[config.mk]
export PLATFORM = sky130hd
export DESIGN_NAME = ahl_top
export DESIGN_NICKNAME = d
export VERILOG_FILES = /design/src/hdl/ahl_pkg.sv /design/src/hdl/ahl_ahb_slv.sv /design/src/hdl/ahl_top.sv
export SDC_FILE = /design/constraint.sdc
export NUM_CORES = 1
export LEC_CHECK = 0
export BUFFER_PORTS_ARGS = -buffer_cell sky130_fd_sc_hd__buf_2
export CORE_MARGIN = 4
export CORE_UTILIZATION = 40
export DETAILED_ROUTE_END_ITERATION = 8
export HOLD_SLACK_MARGIN = 0.08
export SLEW_MARGIN = 20
export SYNTH_ARGS = -nofsm -noshare
export SYNTH_HDL_FRONTEND = slang
export SYNTH_SLANG_ARGS = --single-unit
[constraint.sdc]
create_clock -name hclk -period 3.2 [get_ports hclk]
set_input_delay 0.16 -clock hclk [delete_from_list [all_inputs] [get_ports hclk]]
set_output_delay 0.16 -clock hclk [all_outputs]
set_load 0.01 [all_outputs]
[src/hdl/ahl_pkg.sv]
/*
 * Package of the error header log and secondary error status block.
 * Holds byte offsets, field layouts, reset values and access masks.
 * Assumes a 32-bit AHB-Lite register bus and one clock domain.
 */
package ahl_pkg;

    // ************************************************************
    // widths
    // ************************************************************
    localparam int FLAG_W = 14;
    localparam int HDR_W = 128;
    localparam int PTR_W = 5;

    // ************************************************************
    // register byte offsets
    // ************************************************************
    localparam logic [11:0] OFS_HDR_WORD0 = 12'h11C;
    localparam logic [11:0] OFS_HDR_WORD1 = 12'h120;
    localparam logic [11:0] OFS_HDR_WORD2 = 12'h124;
    localparam logic [11:0] OFS_HDR_WORD3 = 12'h128;
    localparam logic [11:0] OFS_SEC_FLAGS = 12'h12C;
    localparam logic [11:0] OFS_SEC_MASK = 12'h130;
    localparam logic [11:0] OFS_SEC_SEVERITY = 12'h134;
    localparam logic [11:0] OFS_SEC_FIRST_PTR = 12'h138;

    // ************************************************************
    // flag bit positions
    // ************************************************************
    localparam int BIT_INTERNAL_BRIDGE_FAULT = 13;
    localparam int BIT_SYSTEM_ERROR_SEEN = 12;
    localparam int BIT_PARITY_ERROR_SEEN = 11;
    localparam int BIT_DELAYED_TXN_TIMER_EXPIRED = 10;
    localparam int BIT_ADDRESS_FAULT = 9;
    localparam int BIT_ATTRIBUTE_FAULT = 8;
    localparam int BIT_DATA_FAULT = 7;
    localparam int BIT_SPLIT_MSG_DATA_FAULT = 6;
    localparam int BIT_UNEXPECTED_SPLIT_COMPLETION = 5;
    localparam int BIT_GOT_MASTER_ABORT = 3;
    localparam int BIT_GOT_TARGET_ABORT = 2;
    localparam int BIT_SPLIT_MASTER_ABORT = 1;
    localparam int BIT_SPLIT_TARGET_ABORT = 0;

    // ************************************************************
    // reset values and access masks
    // ************************************************************
    localparam logic [31:0] RST_HDR_WORD = 32'h0000_0000;
    localparam logic [13:0] RST_SEC_FLAGS = 14'h0000;
    localparam logic [13:0] RST_SEC_MASK = 14'h17A8;
    localparam logic [13:0] RST_SEC_SEVERITY = 14'h1340;
    localparam logic [4:0] RST_FIRST_PTR = 5'h00;
    // bits 12..0 except reserved bit 4; bit 13 is never set
    localparam logic [13:0] FLAG_SETTABLE = 14'h1FEF;
    // mask and severity: bits 13..0 except reserved bit 4
    localparam logic [13:0] CTRL_WRITABLE = 14'h3FEF;
    // flags that capture a header: all settable except bits 12 and 10
    localparam logic [13:0] FLAG_HDR_LOGGING = 14'h0BEF;

    // ************************************************************
    // bus encodings
    // ************************************************************
    localparam logic [1:0] HTRANS_NONSEQ = 2'h2;
    localparam logic [2:0] HSIZE_WORD = 3'h2;
    localparam logic HRESP_OKAY = 1'b0;

endpackage

[src/hdl/ahl_ahb_slv.sv]
/*
 * AHB-Lite slave front end: accepts single word transfers with no wait
 * state, hands out a read strobe in the address phase and a write strobe
 * in the data phase. Assumes a single master and hready tied to hreadyout.
 */
`timescale 1ns/1ps
module ahl_ahb_slv (
    // clock and reset
    input wire logic hclk,
    input wire logic hresetn,
    // ahb-lite address phase
    input wire logic hsel,
    input wire logic [11:0] haddr,
    input wire logic [1:0] htrans,
    input wire logic hwrite,
    input wire logic [2:0] hsize,
    input wire logic hready,
    // ahb-lite response
    output logic hreadyout,
    output logic hresp,
    // register side
    output logic rd_en,
    output logic [11:0] rd_addr,
    output logic wr_en,
    output logic [11:0] wr_addr
);

    // ************************************************************
    // address phase decode
    // ************************************************************
    logic accept;
    logic wr_pend_r;
    logic [11:0] wr_addr_r;

    // htrans[1] covers NONSEQ and SEQ; only word transfers do anything
    assign accept = hsel & hready & htrans[1] & (hsize == ahl_pkg::HSIZE_WORD);
    assign rd_en = accept & ~hwrite;
    assign rd_addr = haddr;
    assign wr_en = wr_pend_r;
    assign wr_addr = wr_addr_r;

    // ************************************************************
    // write data phase
    // ************************************************************
    always_ff @(posedge hclk or negedge hresetn) begin
        if (!hresetn) begin
            wr_pend_r <= 1'b0;
            wr_addr_r <= 12'h000;
        end else begin
            wr_pend_r <= accept & hwrite;
            if (accept & hwrite) begin
                wr_addr_r <= haddr;
            end
        end
    end

    // ************************************************************
    // response: ready from the first edge after reset, always okay
    // ************************************************************
    always_ff @(posedge hclk or negedge hresetn) begin
        if (!hresetn) begin
            hreadyout <= 1'b0;
            hresp <= ahl_pkg::HRESP_OKAY;
        end else begin
            hreadyout <= 1'b1;
            hresp <= ahl_pkg::HRESP_OKAY;
        end
    end

endmodule

[src/hdl/ahl_top.sv]
/*
 * Error header log and secondary uncorrectable error status block.
 * Holds the four header log words, the secondary flag, mask, severity
 * and first error pointer registers behind an AHB-Lite slave.
 * Assumes error events are one-cycle pulses synchronous to hclk and that
 * hresetn is the power-on reset: every register here is sticky, so a
 * lesser reset elsewhere in the chip must not reach this block.
 */
`timescale 1ns/1ps

module ahl_top (
    // clock and reset
    input wire logic hclk,
    input wire logic hresetn,
    // ahb-lite slave
    input wire logic hsel,
    input wire logic [11:0] haddr,
    input wire logic [1:0] htrans,
    input wire logic hwrite,
    input wire logic [2:0] hsize,
    input wire logic hready,
    input wire logic [31:0] hwdata,
    output logic hreadyout,
    output logic hresp,
    output logic [31:0] hrdata,
    // secondary error events, one pulse per flag position
    input wire logic [13:0] err_event,
    input wire logic [127:0] err_header,
    // error reports towards the upstream port
    output logic report_fatal_r,
    output logic report_nonfatal_r
);

    // ************************************************************
    // declarations
    // ************************************************************
    logic rd_en;
    logic [11:0] rd_addr;
    logic wr_en;
    logic [11:0] wr_addr;

    logic [31:0] hdr_word_r [0:3];
    logic [13:0] flags_r;
    logic [13:0] flags_nxt;
    logic [13:0] mask_r;
    logic [13:0] sev_r;
    logic [4:0] first_ptr_r;
    logic ptr_valid_r;
    logic [4:0] hdr_owner_r;
    logic hdr_locked_r;
    logic [31:0] hrdata_r;

    logic [13:0] ev;
    logic [13:0] ev_hdr;
    logic [13:0] ev_rep;
    logic [13:0] w1c;
    logic wr_flags;
    logic wr_mask;
    logic wr_sev;
    logic hdr_free;
    logic ptr_free;

    // ************************************************************
    // helpers
    // ************************************************************
    // lowest set flag wins when several errors land in one cycle
    function automatic logic [4:0] lowest_bit(input logic [13:0] v);
        logic [4:0] idx;
        idx = 5'h00;
        for (int i = 13; i >= 0; i--) begin
            if (v[i]) begin
                idx = 5'(i);
            end
        end
        return idx;
    endfunction

    function automatic logic flag_at(input logic [13:0] v, input logic [4:0] idx);
        logic hit;
        hit = 1'b0;
        for (int i = 0; i < 14; i++) begin
            if (5'(i) == idx) begin
                hit = v[i];
            end
        end
        return hit;
    endfunction

    // ************************************************************
    // bus front end
    // ************************************************************
    ahl_ahb_slv u_slv (
        .hclk(hclk),
        .hresetn(hresetn),
        .hsel(hsel),
        .haddr(haddr),
        .htrans(htrans),
        .hwrite(hwrite),
        .hsize(hsize),
        .hready(hready),
        .hreadyout(hreadyout),
        .hresp(hresp),
        .rd_en(rd_en),
        .rd_addr(rd_addr),
        .wr_en(wr_en),
        .wr_addr(wr_addr)
    );

    assign wr_flags = wr_en & (wr_addr == ahl_pkg::OFS_SEC_FLAGS);
    assign wr_mask = wr_en & (wr_addr == ahl_pkg::OFS_SEC_MASK);
    assign wr_sev = wr_en & (wr_addr == ahl_pkg::OFS_SEC_SEVERITY);

    // ************************************************************
    // event qualification
    // ************************************************************
    // bit 13 and reserved bit 4 can never set, whatever the source drives
    assign ev = err_event & ahl_pkg::FLAG_SETTABLE;
    // bits 12 and 10 are left out of the header capture
    assign ev_hdr = ev & ahl_pkg::FLAG_HDR_LOGGING;
    assign ev_rep = ev & ~mask_r;

    // ************************************************************
    // secondary flags
    // ************************************************************
    assign w1c = wr_flags ? (hwdata[13:0] & ahl_pkg::FLAG_SETTABLE) : 14'h0000;

    // a set arriving with its own clear wins, so no event is lost
    always_comb begin
        flags_nxt = (flags_r & ~w1c) | ev;
    end

    always_ff @(posedge hclk or negedge hresetn) begin
        if (!hresetn) begin
            flags_r <= ahl_pkg::RST_SEC_FLAGS;
        end else begin
            flags_r <= flags_nxt;
        end
    end

    // ************************************************************
    // mask and severity
    // ************************************************************
    always_ff @(posedge hclk or negedge hresetn) begin
        if (!hresetn) begin
            mask_r <= ahl_pkg::RST_SEC_MASK;
        end else if (wr_mask) begin
            mask_r <= hwdata[13:0] & ahl_pkg::CTRL_WRITABLE;
        end
    end

    always_ff @(posedge hclk or negedge hresetn) begin
        if (!hresetn) begin
            sev_r <= ahl_pkg::RST_SEC_SEVERITY;
        end else if (wr_sev) begin
            sev_r <= hwdata[13:0] & ahl_pkg::CTRL_WRITABLE;
        end
    end

    // ************************************************************
    // header log capture
    // ************************************************************
    // the log frees up once the flag that filled it reads clear again;
    // a fresh error in that very cycle may refill it at once
    assign hdr_free = ~hdr_locked_r | ~flag_at(flags_nxt, hdr_owner_r);

    always_ff @(posedge hclk or negedge hresetn) begin
        if (!hresetn) begin
            hdr_locked_r <= 1'b0;
            hdr_owner_r <= 5'h00;
        end else if (hdr_free && (ev_hdr != 14'h0000)) begin
            hdr_locked_r <= 1'b1;
            hdr_owner_r <= lowest_bit(ev_hdr);
        end else if (hdr_free) begin
            hdr_locked_r <= 1'b0;
        end
    end

    // word k carries header bits 127-32k down to 96-32k, top byte first
    for (genvar k = 0; k < 4; k++) begin : g_hdr
        always_ff @(posedge hclk or negedge hresetn) begin
            if (!hresetn) begin
                hdr_word_r[k] <= ahl_pkg::RST_HDR_WORD;
            end else if (hdr_free && (ev_hdr != 14'h0000)) begin
                hdr_word_r[k] <= err_header[127 - 32 * k -: 32];
            end
        end
    end

    // ************************************************************
    // first error pointer
    // ************************************************************
    // only unmasked errors count as reported; the pointer stays put
    // until software clears the flag it names
    assign ptr_free = ~ptr_valid_r | ~flag_at(flags_nxt, first_ptr_r);

    always_ff @(posedge hclk or negedge hresetn) begin
        if (!hresetn) begin
            first_ptr_r <= ahl_pkg::RST_FIRST_PTR;
            ptr_valid_r <= 1'b0;
        end else if (ptr_free && (ev_rep != 14'h0000)) begin
            first_ptr_r <= lowest_bit(ev_rep);
            ptr_valid_r <= 1'b1;
        end else if (ptr_free) begin
            ptr_valid_r <= 1'b0;
        end
    end

    // ************************************************************
    // error reports
    // ************************************************************
    always_ff @(posedge hclk or negedge hresetn) begin
        if (!hresetn) begin
            report_fatal_r <= 1'b0;
            report_nonfatal_r <= 1'b0;
        end else begin
            report_fatal_r <= |(ev_rep & sev_r);
            report_nonfatal_r <= |(ev_rep & ~sev_r);
        end
    end

    // ************************************************************
    // read data
    // ************************************************************
    // read data is taken in the address phase, so a write still in its
    // data phase to the same word is not seen by a read right behind it
    always_ff @(posedge hclk or negedge hresetn) begin
        if (!hresetn) begin
            hrdata_r <= 32'h0000_0000;
        end else if (rd_en) begin
            case (rd_addr)
                ahl_pkg::OFS_HDR_WORD0: begin
                    hrdata_r <= hdr_word_r[0];
                end
                ahl_pkg::OFS_HDR_WORD1: begin
                    hrdata_r <= hdr_word_r[1];
                end
                ahl_pkg::OFS_HDR_WORD2: begin
                    hrdata_r <= hdr_word_r[2];
                end
                ahl_pkg::OFS_HDR_WORD3: begin
                    hrdata_r <= hdr_word_r[3];
                end
                ahl_pkg::OFS_SEC_FLAGS: begin
                    hrdata_r <= {18'h00000, flags_r};
                end
                ahl_pkg::OFS_SEC_MASK: begin
                    hrdata_r <= {18'h00000, mask_r};
                end
                ahl_pkg::OFS_SEC_SEVERITY: begin
                    hrdata_r <= {18'h00000, sev_r};
                end
                ahl_pkg::OFS_SEC_FIRST_PTR: begin
                    hrdata_r <= {27'h0000000, first_ptr_r};
                end
                default: begin
                    hrdata_r <= 32'h0000_0000;
                end
            endcase
        end
    end

    assign hrdata = hrdata_r;

endmodule

==> impl_metrics.tcl, run 1 <==
set metrics [dict create \
    avgViaCountPerCell 5.607 \
    die_y_microns 169.7 \
    synth_edf_count 0 \
    drcViolationCount 0 \
    drv_cap 0 \
    hold_violations 0 \
    drtAntennaViolNets 0 \
    status "finished clean" \
    io_pins 232 \
    area_delta_synth_final_pct 45.26 \
    ys_warn_count 0 \
    synthCells 869 \
    p_per_area_nw_per_um2 825.9 \
    grt_pass1_wl_mm 53.25 \
    setup.worst_path.end_class "register" \
    cts_tree "built" \
    clk_pin_slew_ns 0.06 \
    post-place-ws_ns -0.1687 \
    grt_pass1_vias 9360 \
    dpl.hpwl_mm 22.10 \
    num_rows 58 \
    netlist_area_sq_um 10460 \
    tightest_slew_ns 0.7764 \
    drt-total-wl_mm 35.75 \
    final_cell_mix "213 x dfrtp_1, 207 x buf_2, 170 x dlygate4sd3_1" \
    avgSynthCellArea_sq_um 12.03 \
    clock_skew_ns 0.008086 \
    cp.required_ns 3.60 \
    grt_start_max_net_pins 100 \
    num_vias 9106 \
    max_slew_margin 0.4824 \
    holdWs_ns 0.1385 \
    async_reset_ff_frac 1.000 \
    clockBufferDepth 3 \
    path_max_fanout 8 \
    yosysTopAreaCell "dfrtp_1" \
    drt_iter0_markers 835 \
    place_congestion 0.9647 \
    clock-sinks 224 \
    synth_seq_area_share 0.5374 \
    start_kind "register" \
    antenna_found_initial 1 \
    htree_levels 1 \
    arrival_ns 3.56 \
    drt_first_pass_iters 8 \
    finalCritPeriodShare 0.9882 \
    path_class "register to register" \
    leakage_nw 6.940 \
    fin_ws_ns 0.03776 \
    wl_per_cell_microns 22.01 \
    start_util 0.4105 \
    worstSkewPairLatency_ns 0.52 \
    die_w_microns 169.7 \
    min_period_ns 3.162 \
    dieArea_sq_um 28790 \
    irDropWorstVdd_uv 646.3 \
    drv_slew 0 \
    grt_overflow_total 0 \
    final_common_cell "dfrtp_1" \
    drive_gt1_frac 0.3403 \
    cts_buffers 25 \
    core_sq_um 25470 \
    cts_root_buf "clkbuf_16" \
    synth_cell_types 69 \
    grt.total_usage 0.2315 \
    hp-class "input port to register" \
    yosysTopAreaCellShare 0.5098 \
    fmax_mhz 316.2 \
    rsz0062_at_grt "yes" \
    synthTopCellsByArea "dfrtp_1 51%, mux2_1 11%, mux2_2 5.5%" \
    setup_viol 0 \
    synth_nets 1065 \
    nets 1471 \
    synthFlopType "dfrtp_1" \
    final_core_util 0.5963 \
    synth-seq-cells 224 \
    port_buffers 208 \
]
## logic make-up (layout without fill, tap and decap cells)
| group | count (synthesis) | in the layout | synth area share |
|---|---|---|---|
| compound gates | 175 | 175 | 0.1387 |
| other cells | 2 | 3 | 0.0007182 |
| mux | 157 | 157 | 0.1691 |
| xor+xnor | 1 | 1 | 0.0008378 |
| buf+inv | 71 | 495 | 0.03662 |
| flops | 224 | 224 | 0.5374 |
| simple gates | 239 | 239 | 0.1167 |
## worst max-delay path: stages (launching register included)
cell and delay [ns]:
dfrtp_1 0.39, or4b_4 0.58, nor4_4 0.28, buf_6 0.17
o221ai_4 0.12, a2111oi_4 0.48, nor4b_4 0.10, nor2_4 0.12
buf_6 0.16, buf_12 0.15, clkbuf_16 0.18, mux2_4 0.30
## registers in the layout (all words and copies together), names as in the netlist
name,cells
flags_r,12
hdr_owner_r,4
hdr_locked_r,1
u_slv.wr_addr,12
report_fatal_r,1
ptr_valid_r,1
first_ptr_r,4
hdr_word_r,128
hrdata,32
sev_r,13
mask_r,13
report_nonfatal_r,1
u_slv.wr_en,1
u_slv.hreadyout,1
## what timing repair did
item,in CTS,in global routing
gates cloned,2,6
resized for setup,6,82
hold endpoints to repair,271,0
pin swaps,3,7
hold buffers,170,0
setup endpoints to repair,124,127
setup buffers,4,8
## path summary, 6_finish.rpt
| path | from | end | slack [ns] | cells after the start |
|---|---|---|---|---|
| max | u_slv.wr_addr[0]$_DFFE_PN0P_ | hdr_word_r[50]$_DFFE_PN0P_ | 0.04 | 11 |
| min | err_event[7] | hdr_owner_r[3]$_DFFE_PN0P_ | 0.14 | 3 |
| max reg2reg | u_slv.wr_addr[0]$_DFFE_PN0P_ | hdr_word_r[50]$_DFFE_PN0P_ | 0.04 | 11 |
| min reg2reg | u_slv.wr_addr[5]$_DFFE_PN0P_ | u_slv.wr_addr[5]$_DFFE_PN0P_ | 0.48 | 2 |
| max in group asynchronous | hresetn | hdr_word_r[112]$_DFFE_PN0P_ | 2.02 | 3 |
| min in group asynchronous | hresetn | u_slv.hreadyout$_DFF_PN0_ | 0.23 | 2 |
## area by class of cell
cell class / count / area [sq um]
sequential: 224 / 5619
timing repair buffer: 435 / 3468
fill: 2011 / 10280
tap: 330 / 412.9
inverter: 15 / 56.30
multi-input combinational: 574 / 4778
clock buffer: 35 / 723.2
clock inverter: 10 / 127.6
antenna: 1 / 2.502
## through the flow
stage	TNS, ns	cells	cell area [sq um]	power [mW]
2_1_floorplan	0	869	10460	6.803
5_1_grt	-2.145	1624	15190	13.12
3_3_place_gp	-6.522	1388	11990	7.614
4_1_cts	0	1609	14670	11.19
3_5_place_dp	-14.75	1388	11990	7.716
6_report	0	1624	15190	12.54
## synthesized netlist by cell type (all sizes together) (5+ instances only)
library cell and instances:
a21o 7, a22o 34, nor2 30, clkbuf 35
a211o 5, o21ai 11, nand2 105, a22oi 19
inv 15, buf 21, nand3 16, mux2 157
nor4 10, dfstp 11, nor3 14, dfrtp 213
nor4b 5, nor2b 14, nand2b 17, a221o 5
a222oi 37, a21oi 11
## power by group
part	total, mW	switching [mW]	leakage [nW]	internal [mW]
clock	2.98	1.17	0.422	1.81
combinational	5.10	1.95	3.85	3.14
sequential	4.47	0.650	2.67	3.82
total	12.5	3.77	6.94	8.77
## per-layer routing
layer | routed length, microns | global-route usage | vias up
met5 | 0 | 0 | -
li1 | - | - | 4088
met1 | 14470 | 0.3065 | 4502
met4 | 1220 | 0.07490 | 0
met2 | 17400 | 0.3919 | 442
met3 | 2656 | 0.03494 | 74
No activity file was read; power rests on OpenSTA's default activity.
==> run 2: changes to the inputs <==
CORE_ASPECT_RATIO = 1.2   (was not set)
GPL_TIMING_DRIVEN = 0   (was not set)
==> run 2 against run 1 <==
Compared with the run above:
- die area is essentially flat
- non-clock buffer count is the same
- global-route usage grew 0.99 points
- clock power shrank 6%
- via count shrank 2.0%
- flip-flop and latch count is the same
- clock skew grew 0.014 ns
- largest power group is now sequential cells
==> impl_metrics.tcl, run 2 (same netlist as run 1, synthesis figures left out) <==
set metrics [dict create \
    status "finished clean" \
    drt-total-wl_mm 35.48 \
    final_core_util 0.5717 \
    setup.worst_path.end_class "register" \
    clockBufferDepth 3 \
    cts_root_buf "clkbuf_16" \
    fin_ws_ns 0.06547 \
    rsz0062_at_grt "yes" \
    irDropWorstVdd_uv 403.5 \
    drive_gt1_frac 0.2691 \
    core_sq_um 25620 \
    dpl.hpwl_mm 25.21 \
    clk_pin_slew_ns 0.06 \
    min_period_ns 3.135 \
    io_pins 232 \
    wl_met1_mm 14.79 \
    start_util 0.4081 \
    grt_overflow_total 0 \
    antenna_found_initial 1 \
    hold_violations 0 \
    largest-register "hdr_word_r" \
    num_rows 64 \
    p_per_area_nw_per_um2 760.3 \
    grt_start_max_net_pins 93 \
    largest_register_ffs 128 \
    die_w_microns 155.6 \
    dieArea_sq_um 28800 \
    cts_tree "built" \
    setup_viol 0 \
    tightest_slew_ns 0.8854 \
    path_max_fanout 10 \
    clock_skew_ns 0.02222 \
    post-place-ws_ns -0.3155 \
    area_delta_synth_final_pct 40.11 \
    drcViolationCount 0 \
    arrival_ns 3.52 \
    drtAntennaViolNets 0 \
    grt.total_usage 0.2414 \
    finalCritPeriodShare 0.9795 \
    dr_wl_met3_mm 1.749 \
    final_cell_mix "213 x dfrtp_1, 204 x buf_2, 169 x dlygate4sd3_1" \
    start_kind "register" \
    fmax_mhz 319.0 \
    drt_first_pass_iters 8 \
    port_buffers 203 \
    antenna_cells 0 \
    avgViaCountPerCell 5.501 \
    cts_buffers 25 \
    worstSkewPairLatency_ns 0.52 \
    hp-class "input port to register" \
    grt_pass1_vias 9394 \
    drv_cap 0 \
    cp.required_ns 3.59 \
    die_y_microns 185.1 \
    max_slew_margin 0.4052 \
    routed.top_layer "met4" \
    final_common_cell "dfrtp_1" \
    leakage_nw 6.554 \
    num_vias 8928 \
    drt_iter0_markers 649 \
    clock-sinks 224 \
    place_congestion 0.9043 \
    wl_met2_mm 17.86 \
    path_class "register to register" \
    wl_per_cell_microns 21.86 \
    nets 1471 \
    drv_slew 0 \
    htree_levels 1 \
    grt_pass1_wl_mm 53.83 \
]
[run 2: changes by cell type in the layout (fill, tap and decap cells not counted), moves of 4 or more]
cell	previous run	this run
clkbuf_1	4	39
clkbuf_8	6	10
nor3_2	5	0
buf_4	34	5
mux2_2	36	51
clkbuf_16	31	26
mux2_4	63	0
nor3_1	9	14
mux2_1	58	106
[run 2: per-stage QoR]
step	setup TNS (ns)	cell area, sq um	std cells	total power, mW	hold slack [ns]
2_1_floorplan	0	10460	869	6.803	-0.1356
3_3_place_gp	-470.02	11890	1402	7.751	0.3716
3_5_place_dp	-31.27	11950	1404	7.873	0.1063
4_1_cts	-0.2307	14490	1618	10.92	0.1070
5_1_grt	-0.8164	14650	1623	11.74	0.1403
6_report	0	14650	1623	11.14	0.1166
[run 2: path summary, 6_finish.rpt]
path,from,endpoint,slack [ns],depth (start not counted)
max,u_slv.wr_addr[10]$_DFFE_PN0P_,hdr_word_r[7]$_DFFE_PN0P_,0.07,12
min,err_event[9],flags_r[9]$_DFF_PN0_,0.12,2
max reg2reg,u_slv.wr_addr[10]$_DFFE_PN0P_,hdr_word_r[7]$_DFFE_PN0P_,0.07,12
min reg2reg,u_slv.wr_addr[6]$_DFFE_PN0P_,u_slv.wr_addr[6]$_DFFE_PN0P_,0.48,2
max in group asynchronous,hresetn,hdr_locked_r$_DFFE_PN0P_,2.21,3
min in group asynchronous,hresetn,hrdata[20]$_DFFE_PN0P_,0.14,2
[run 2: where the power goes]
group	switching, mW	internal, mW	leakage (nW)
clock network	1.15	1.67	0.406
logic	1.80	2.20	3.48
registers	0.513	3.81	2.67
total	3.46	7.68	6.55
[run 2: area by class of cell]
type,count,area (sq um)
Clock buffer,40,782.0
Buffer,55,395.4
Clock inverter,5,32.53
Tap cell,330,412.9
Fill cell,2172,10970
Multi-Input combinational cell,574,4501
Timing Repair Buffer,380,2851
Sequential cell,224,5619
Inverter,15,56.30
[run 2: repair_timing]
| item | in CTS | in global routing |
|---|---|---|
| gates cloned | 0 | 1 |
| hold buffers | 169 | 0 |
| gates resized for setup | 9 | 24 |
| setup buffers | 1 | 4 |
| endpoints found under the setup margin | 134 | 144 |
| endpoints found under the hold margin | 400 | 0 |
| pin swaps | 3 | 6 |
[run 2: critical path, stage by stage (launching register included)]
cell and delay, ns:
dfrtp_1 0.38, or4b_4 0.58, nor4_4 0.28, buf_6 0.17
buf_4 0.11, a211oi_2 0.08, a2111oi_4 0.38, nor4b_4 0.12
nor2_4 0.12, buf_12 0.13, clkbuf_16 0.16, buf_12 0.15
mux2_1 0.33
[run 2: routing by layer]
| metal | track usage | up-vias |
|---|---|---|
| li1 | - | 4083 |
| met1 | 0.3094 | 4492 |
| met2 | 0.4279 | 288 |
| met3 | 0.02898 | 65 |
| met4 | 0.07496 | 0 |
| met5 | 0 | - |
==> run 3: changes to the inputs <==
CELL_PAD_IN_SITES_DETAIL_PLACEMENT = 1   (was not set)
CELL_PAD_IN_SITES_GLOBAL_PLACEMENT = 2   (was not set)
CORE_UTILIZATION = 36   (was 40)
PLACE_DENSITY_LB_ADDON = 0.1   (was not set)
==> run 3 against run 2 <==
Compared with the run above:
- critical path depth did not move
- maximum frequency fell by 1.2%
- power rose by 9.2%
- register-to-register slack got worse by 0.04 ns
- setup slack got worse by 0.038 ns
- clock power rose by 13%
- sequential share of layout area fell by 0.97 points
- non-clock buffer count rose by 8
- routed wire length rose by 13%
- final cell count rose by 4.1%
- design area rose by 2.6%
- combinational power rose by 15%
- critical path type unchanged
- critical endpoint is now hdr_word_r[41]$_DFFE_PN0P_
- largest power group is now combinational cells
==> impl_metrics.tcl, run 3 (same netlist as run 1, synthesis figures left out) <==
set metrics [dict create \
    finalSetupTns_ns 0 \
    p_int_mw 8.354 \
    port_buffers 203 \
    cts_root_buf "clkbuf_16" \
    drt-total-wl_mm 39.94 \
    start_util 0.3647 \
    cpPeakStageDelay_ns 0.58 \
    drive_gt1_frac 0.2870 \
    path_class "register to register" \
    final_core_util 0.5243 \
    p_sw_mw 3.812 \
    switching_share 0.3133 \
    dpl.hpwl_mm 27.38 \
    irDropWorstVdd_uv 541.4 \
    clockBufferDepth 3 \
    cts_tree "built" \
    die_w_microns 163.6 \
    grt_pass1_vias 9952 \
    crit_slowest_cell "or4b_4" \
    finalCritPeriodShare 0.9913 \
    drv_slew 0 \
    drv_cap 0 \
    fmax_mhz 315.2 \
    cts_buffers 26 \
    place_congestion 0.9050 \
    hp-class "input port to register" \
    grt_start_max_net_pins 88 \
    avgViaCountPerCell 5.365 \
    rsz0062_at_grt "yes" \
    arrival_ns 3.58 \
    clock-sinks 224 \
    drt_iter0_markers 540 \
    finalInstanceArea_sq_um 15030 \
    p_comb_frac 0.380 \
    start_kind "register" \
    holdWs_ns 0.1171 \
    grt.total_usage 0.2453 \
    core_sq_um 28670 \
    largest_register_ffs 128 \
    grt_overflow_total 0 \
    clock_skew_ns 0.01245 \
    tightest_slew_ns 0.9133 \
    dpl-instance-area_sq_um 12020 \
    wl_per_cell_microns 23.63 \
    hold_depth 2 \
    totalPowerFinal_mw 12.17 \
    dieArea_sq_um 31850 \
    p_seq_frac 0.359 \
    worstSkewPairLatency_ns 0.53 \
    path_max_fanout 5 \
    min_period_ns 3.172 \
    max_slew_margin 0.3825 \
    nFillCells 3033 \
    num_vias 9067 \
    cp.required_ns 3.61 \
    r2r.worst_path.cells 12 \
    hold_start "err_event[9]" \
    rr_startpoint "u_slv.wr_addr[10]$_DFFE_PN0P_" \
    placedCellCount 1459 \
    drcViolationCount 0 \
    nets 1480 \
    largest-register "hdr_word_r" \
    num_rows 68 \
    crit_chain "or4b_4, nor4_4, buf_6, o221ai_2, a2111oi_4, nor4b_4, nor2_4, buf_12, buf_16, buf_12, buf_12, mux2_2" \
    setup.worst_path.end_class "register" \
    post-place-ws_ns -0.3540 \
    htree_levels 1 \
    setup_viol 0 \
    die_y_microns 194.7 \
    final_cell_mix "213 x dfrtp_1, 205 x buf_2, 164 x dlygate4sd3_1" \
    leakage_nw 6.702 \
    ff2ff_setup_slack_ns 0.03 \
    holdPathEnd "flags_r[9]$_DFF_PN0_" \
    crit_top_cell "buf_12" \
    reg2reg_to "hdr_word_r[41]$_DFFE_PN0P_" \
    instances_no_fill 1690 \
    fin_ws_ns 0.02780 \
    p_per_area_nw_per_um2 809.4 \
    area_delta_synth_final_pct 43.76 \
    p_clk_frac 0.261 \
    final_common_cell "dfrtp_1" \
    io_pins 232 \
    clk_pin_slew_ns 0.06 \
    grt_pass1_wl_mm 60.22 \
    status "finished clean" \
    drtAntennaViolNets 0 \
    hold_violations 0 \
    drt_first_pass_iters 6 \
    antenna_found_initial 4 \
]
## run 3: worst max path at each step
stage                                        startpoint                          end  depth (start not counted)
after floorplan            u_slv.wr_addr[1]$_DFFE_PN0P_  hdr_word_r[100]$_DFFE_PN0P_                         10
after global placement                          hresetn   hdr_owner_r[0]$_DFFE_PN0P_                          1
after detailed placement   u_slv.wr_addr[1]$_DFFE_PN0P_   hdr_word_r[97]$_DFFE_PN0P_                         10
after CTS                 u_slv.wr_addr[10]$_DFFE_PN0P_   first_ptr_r[0]$_DFFE_PN0P_                         11
after global routing      u_slv.wr_addr[10]$_DFFE_PN0P_   hdr_word_r[70]$_DFFE_PN0P_                         12
final                     u_slv.wr_addr[10]$_DFFE_PN0P_   hdr_word_r[41]$_DFFE_PN0P_                         12
## run 3: what timing repair did
| item | in CTS | in global routing |
|---|---|---|
| buffers inserted | 7 | 8 |
| hold buffers | 164 | 0 |
| endpoints found under the setup margin | 134 | 135 |
| gates cloned | 2 | 2 |
| gates resized for setup | 26 | 28 |
| hold endpoints to repair | 248 | 0 |
| pin swaps | 7 | 9 |
## run 3: cell type report
class / instances / area [sq um] / area share
Timing Repair Buffer: 388 / 2978 / 0.1981
Multi-Input combinational cell: 574 / 4552 / 0.3028
Tap cell: 385 / 481.7 / 0.03205
Buffer: 55 / 427.9 / 0.02847
Clock buffer: 38 / 787.0 / 0.05236
Antenna cell: 2 / 5.005 / 0.0003329
Clock inverter: 9 / 125.1 / 0.008324
Inverter: 15 / 56.30 / 0.003746
Sequential cell: 224 / 5619 / 0.3738
## run 3: power by group through the flow
stage | Sequential (mW) | Combinational, mW | Clock, mW
floorplan | 4.17 | 2.63 | 0
global placement | 4.35 | 3.46 | 0
detailed placement | 4.39 | 3.55 | 0
global route | 4.46 | 4.95 | 3.36
CTS | 4.35 | 4.23 | 3.23
finish | 4.37 | 4.62 | 3.18
## run 3: per-layer routing
layer | wire [microns] | global-route usage
met2 | 20860 | 0.4502
met5 | 13 | 0
met4 | 1022 | 0.05935
met3 | 1896 | 0.03669
met1 | 16150 | 0.3009
## run 3: critical path: cells and delay by family (launching register included)
| kind | cells | cell delay (ns) |
|---|---|---|
| flip-flops | 1 | 0.37 |
| AO/OA/AOI/OAI | 2 | 0.53 |
| AND/OR/NAND/NOR | 4 | 1.10 |
| multiplexers | 1 | 0.35 |
| buffers and inverters | 5 | 0.69 |
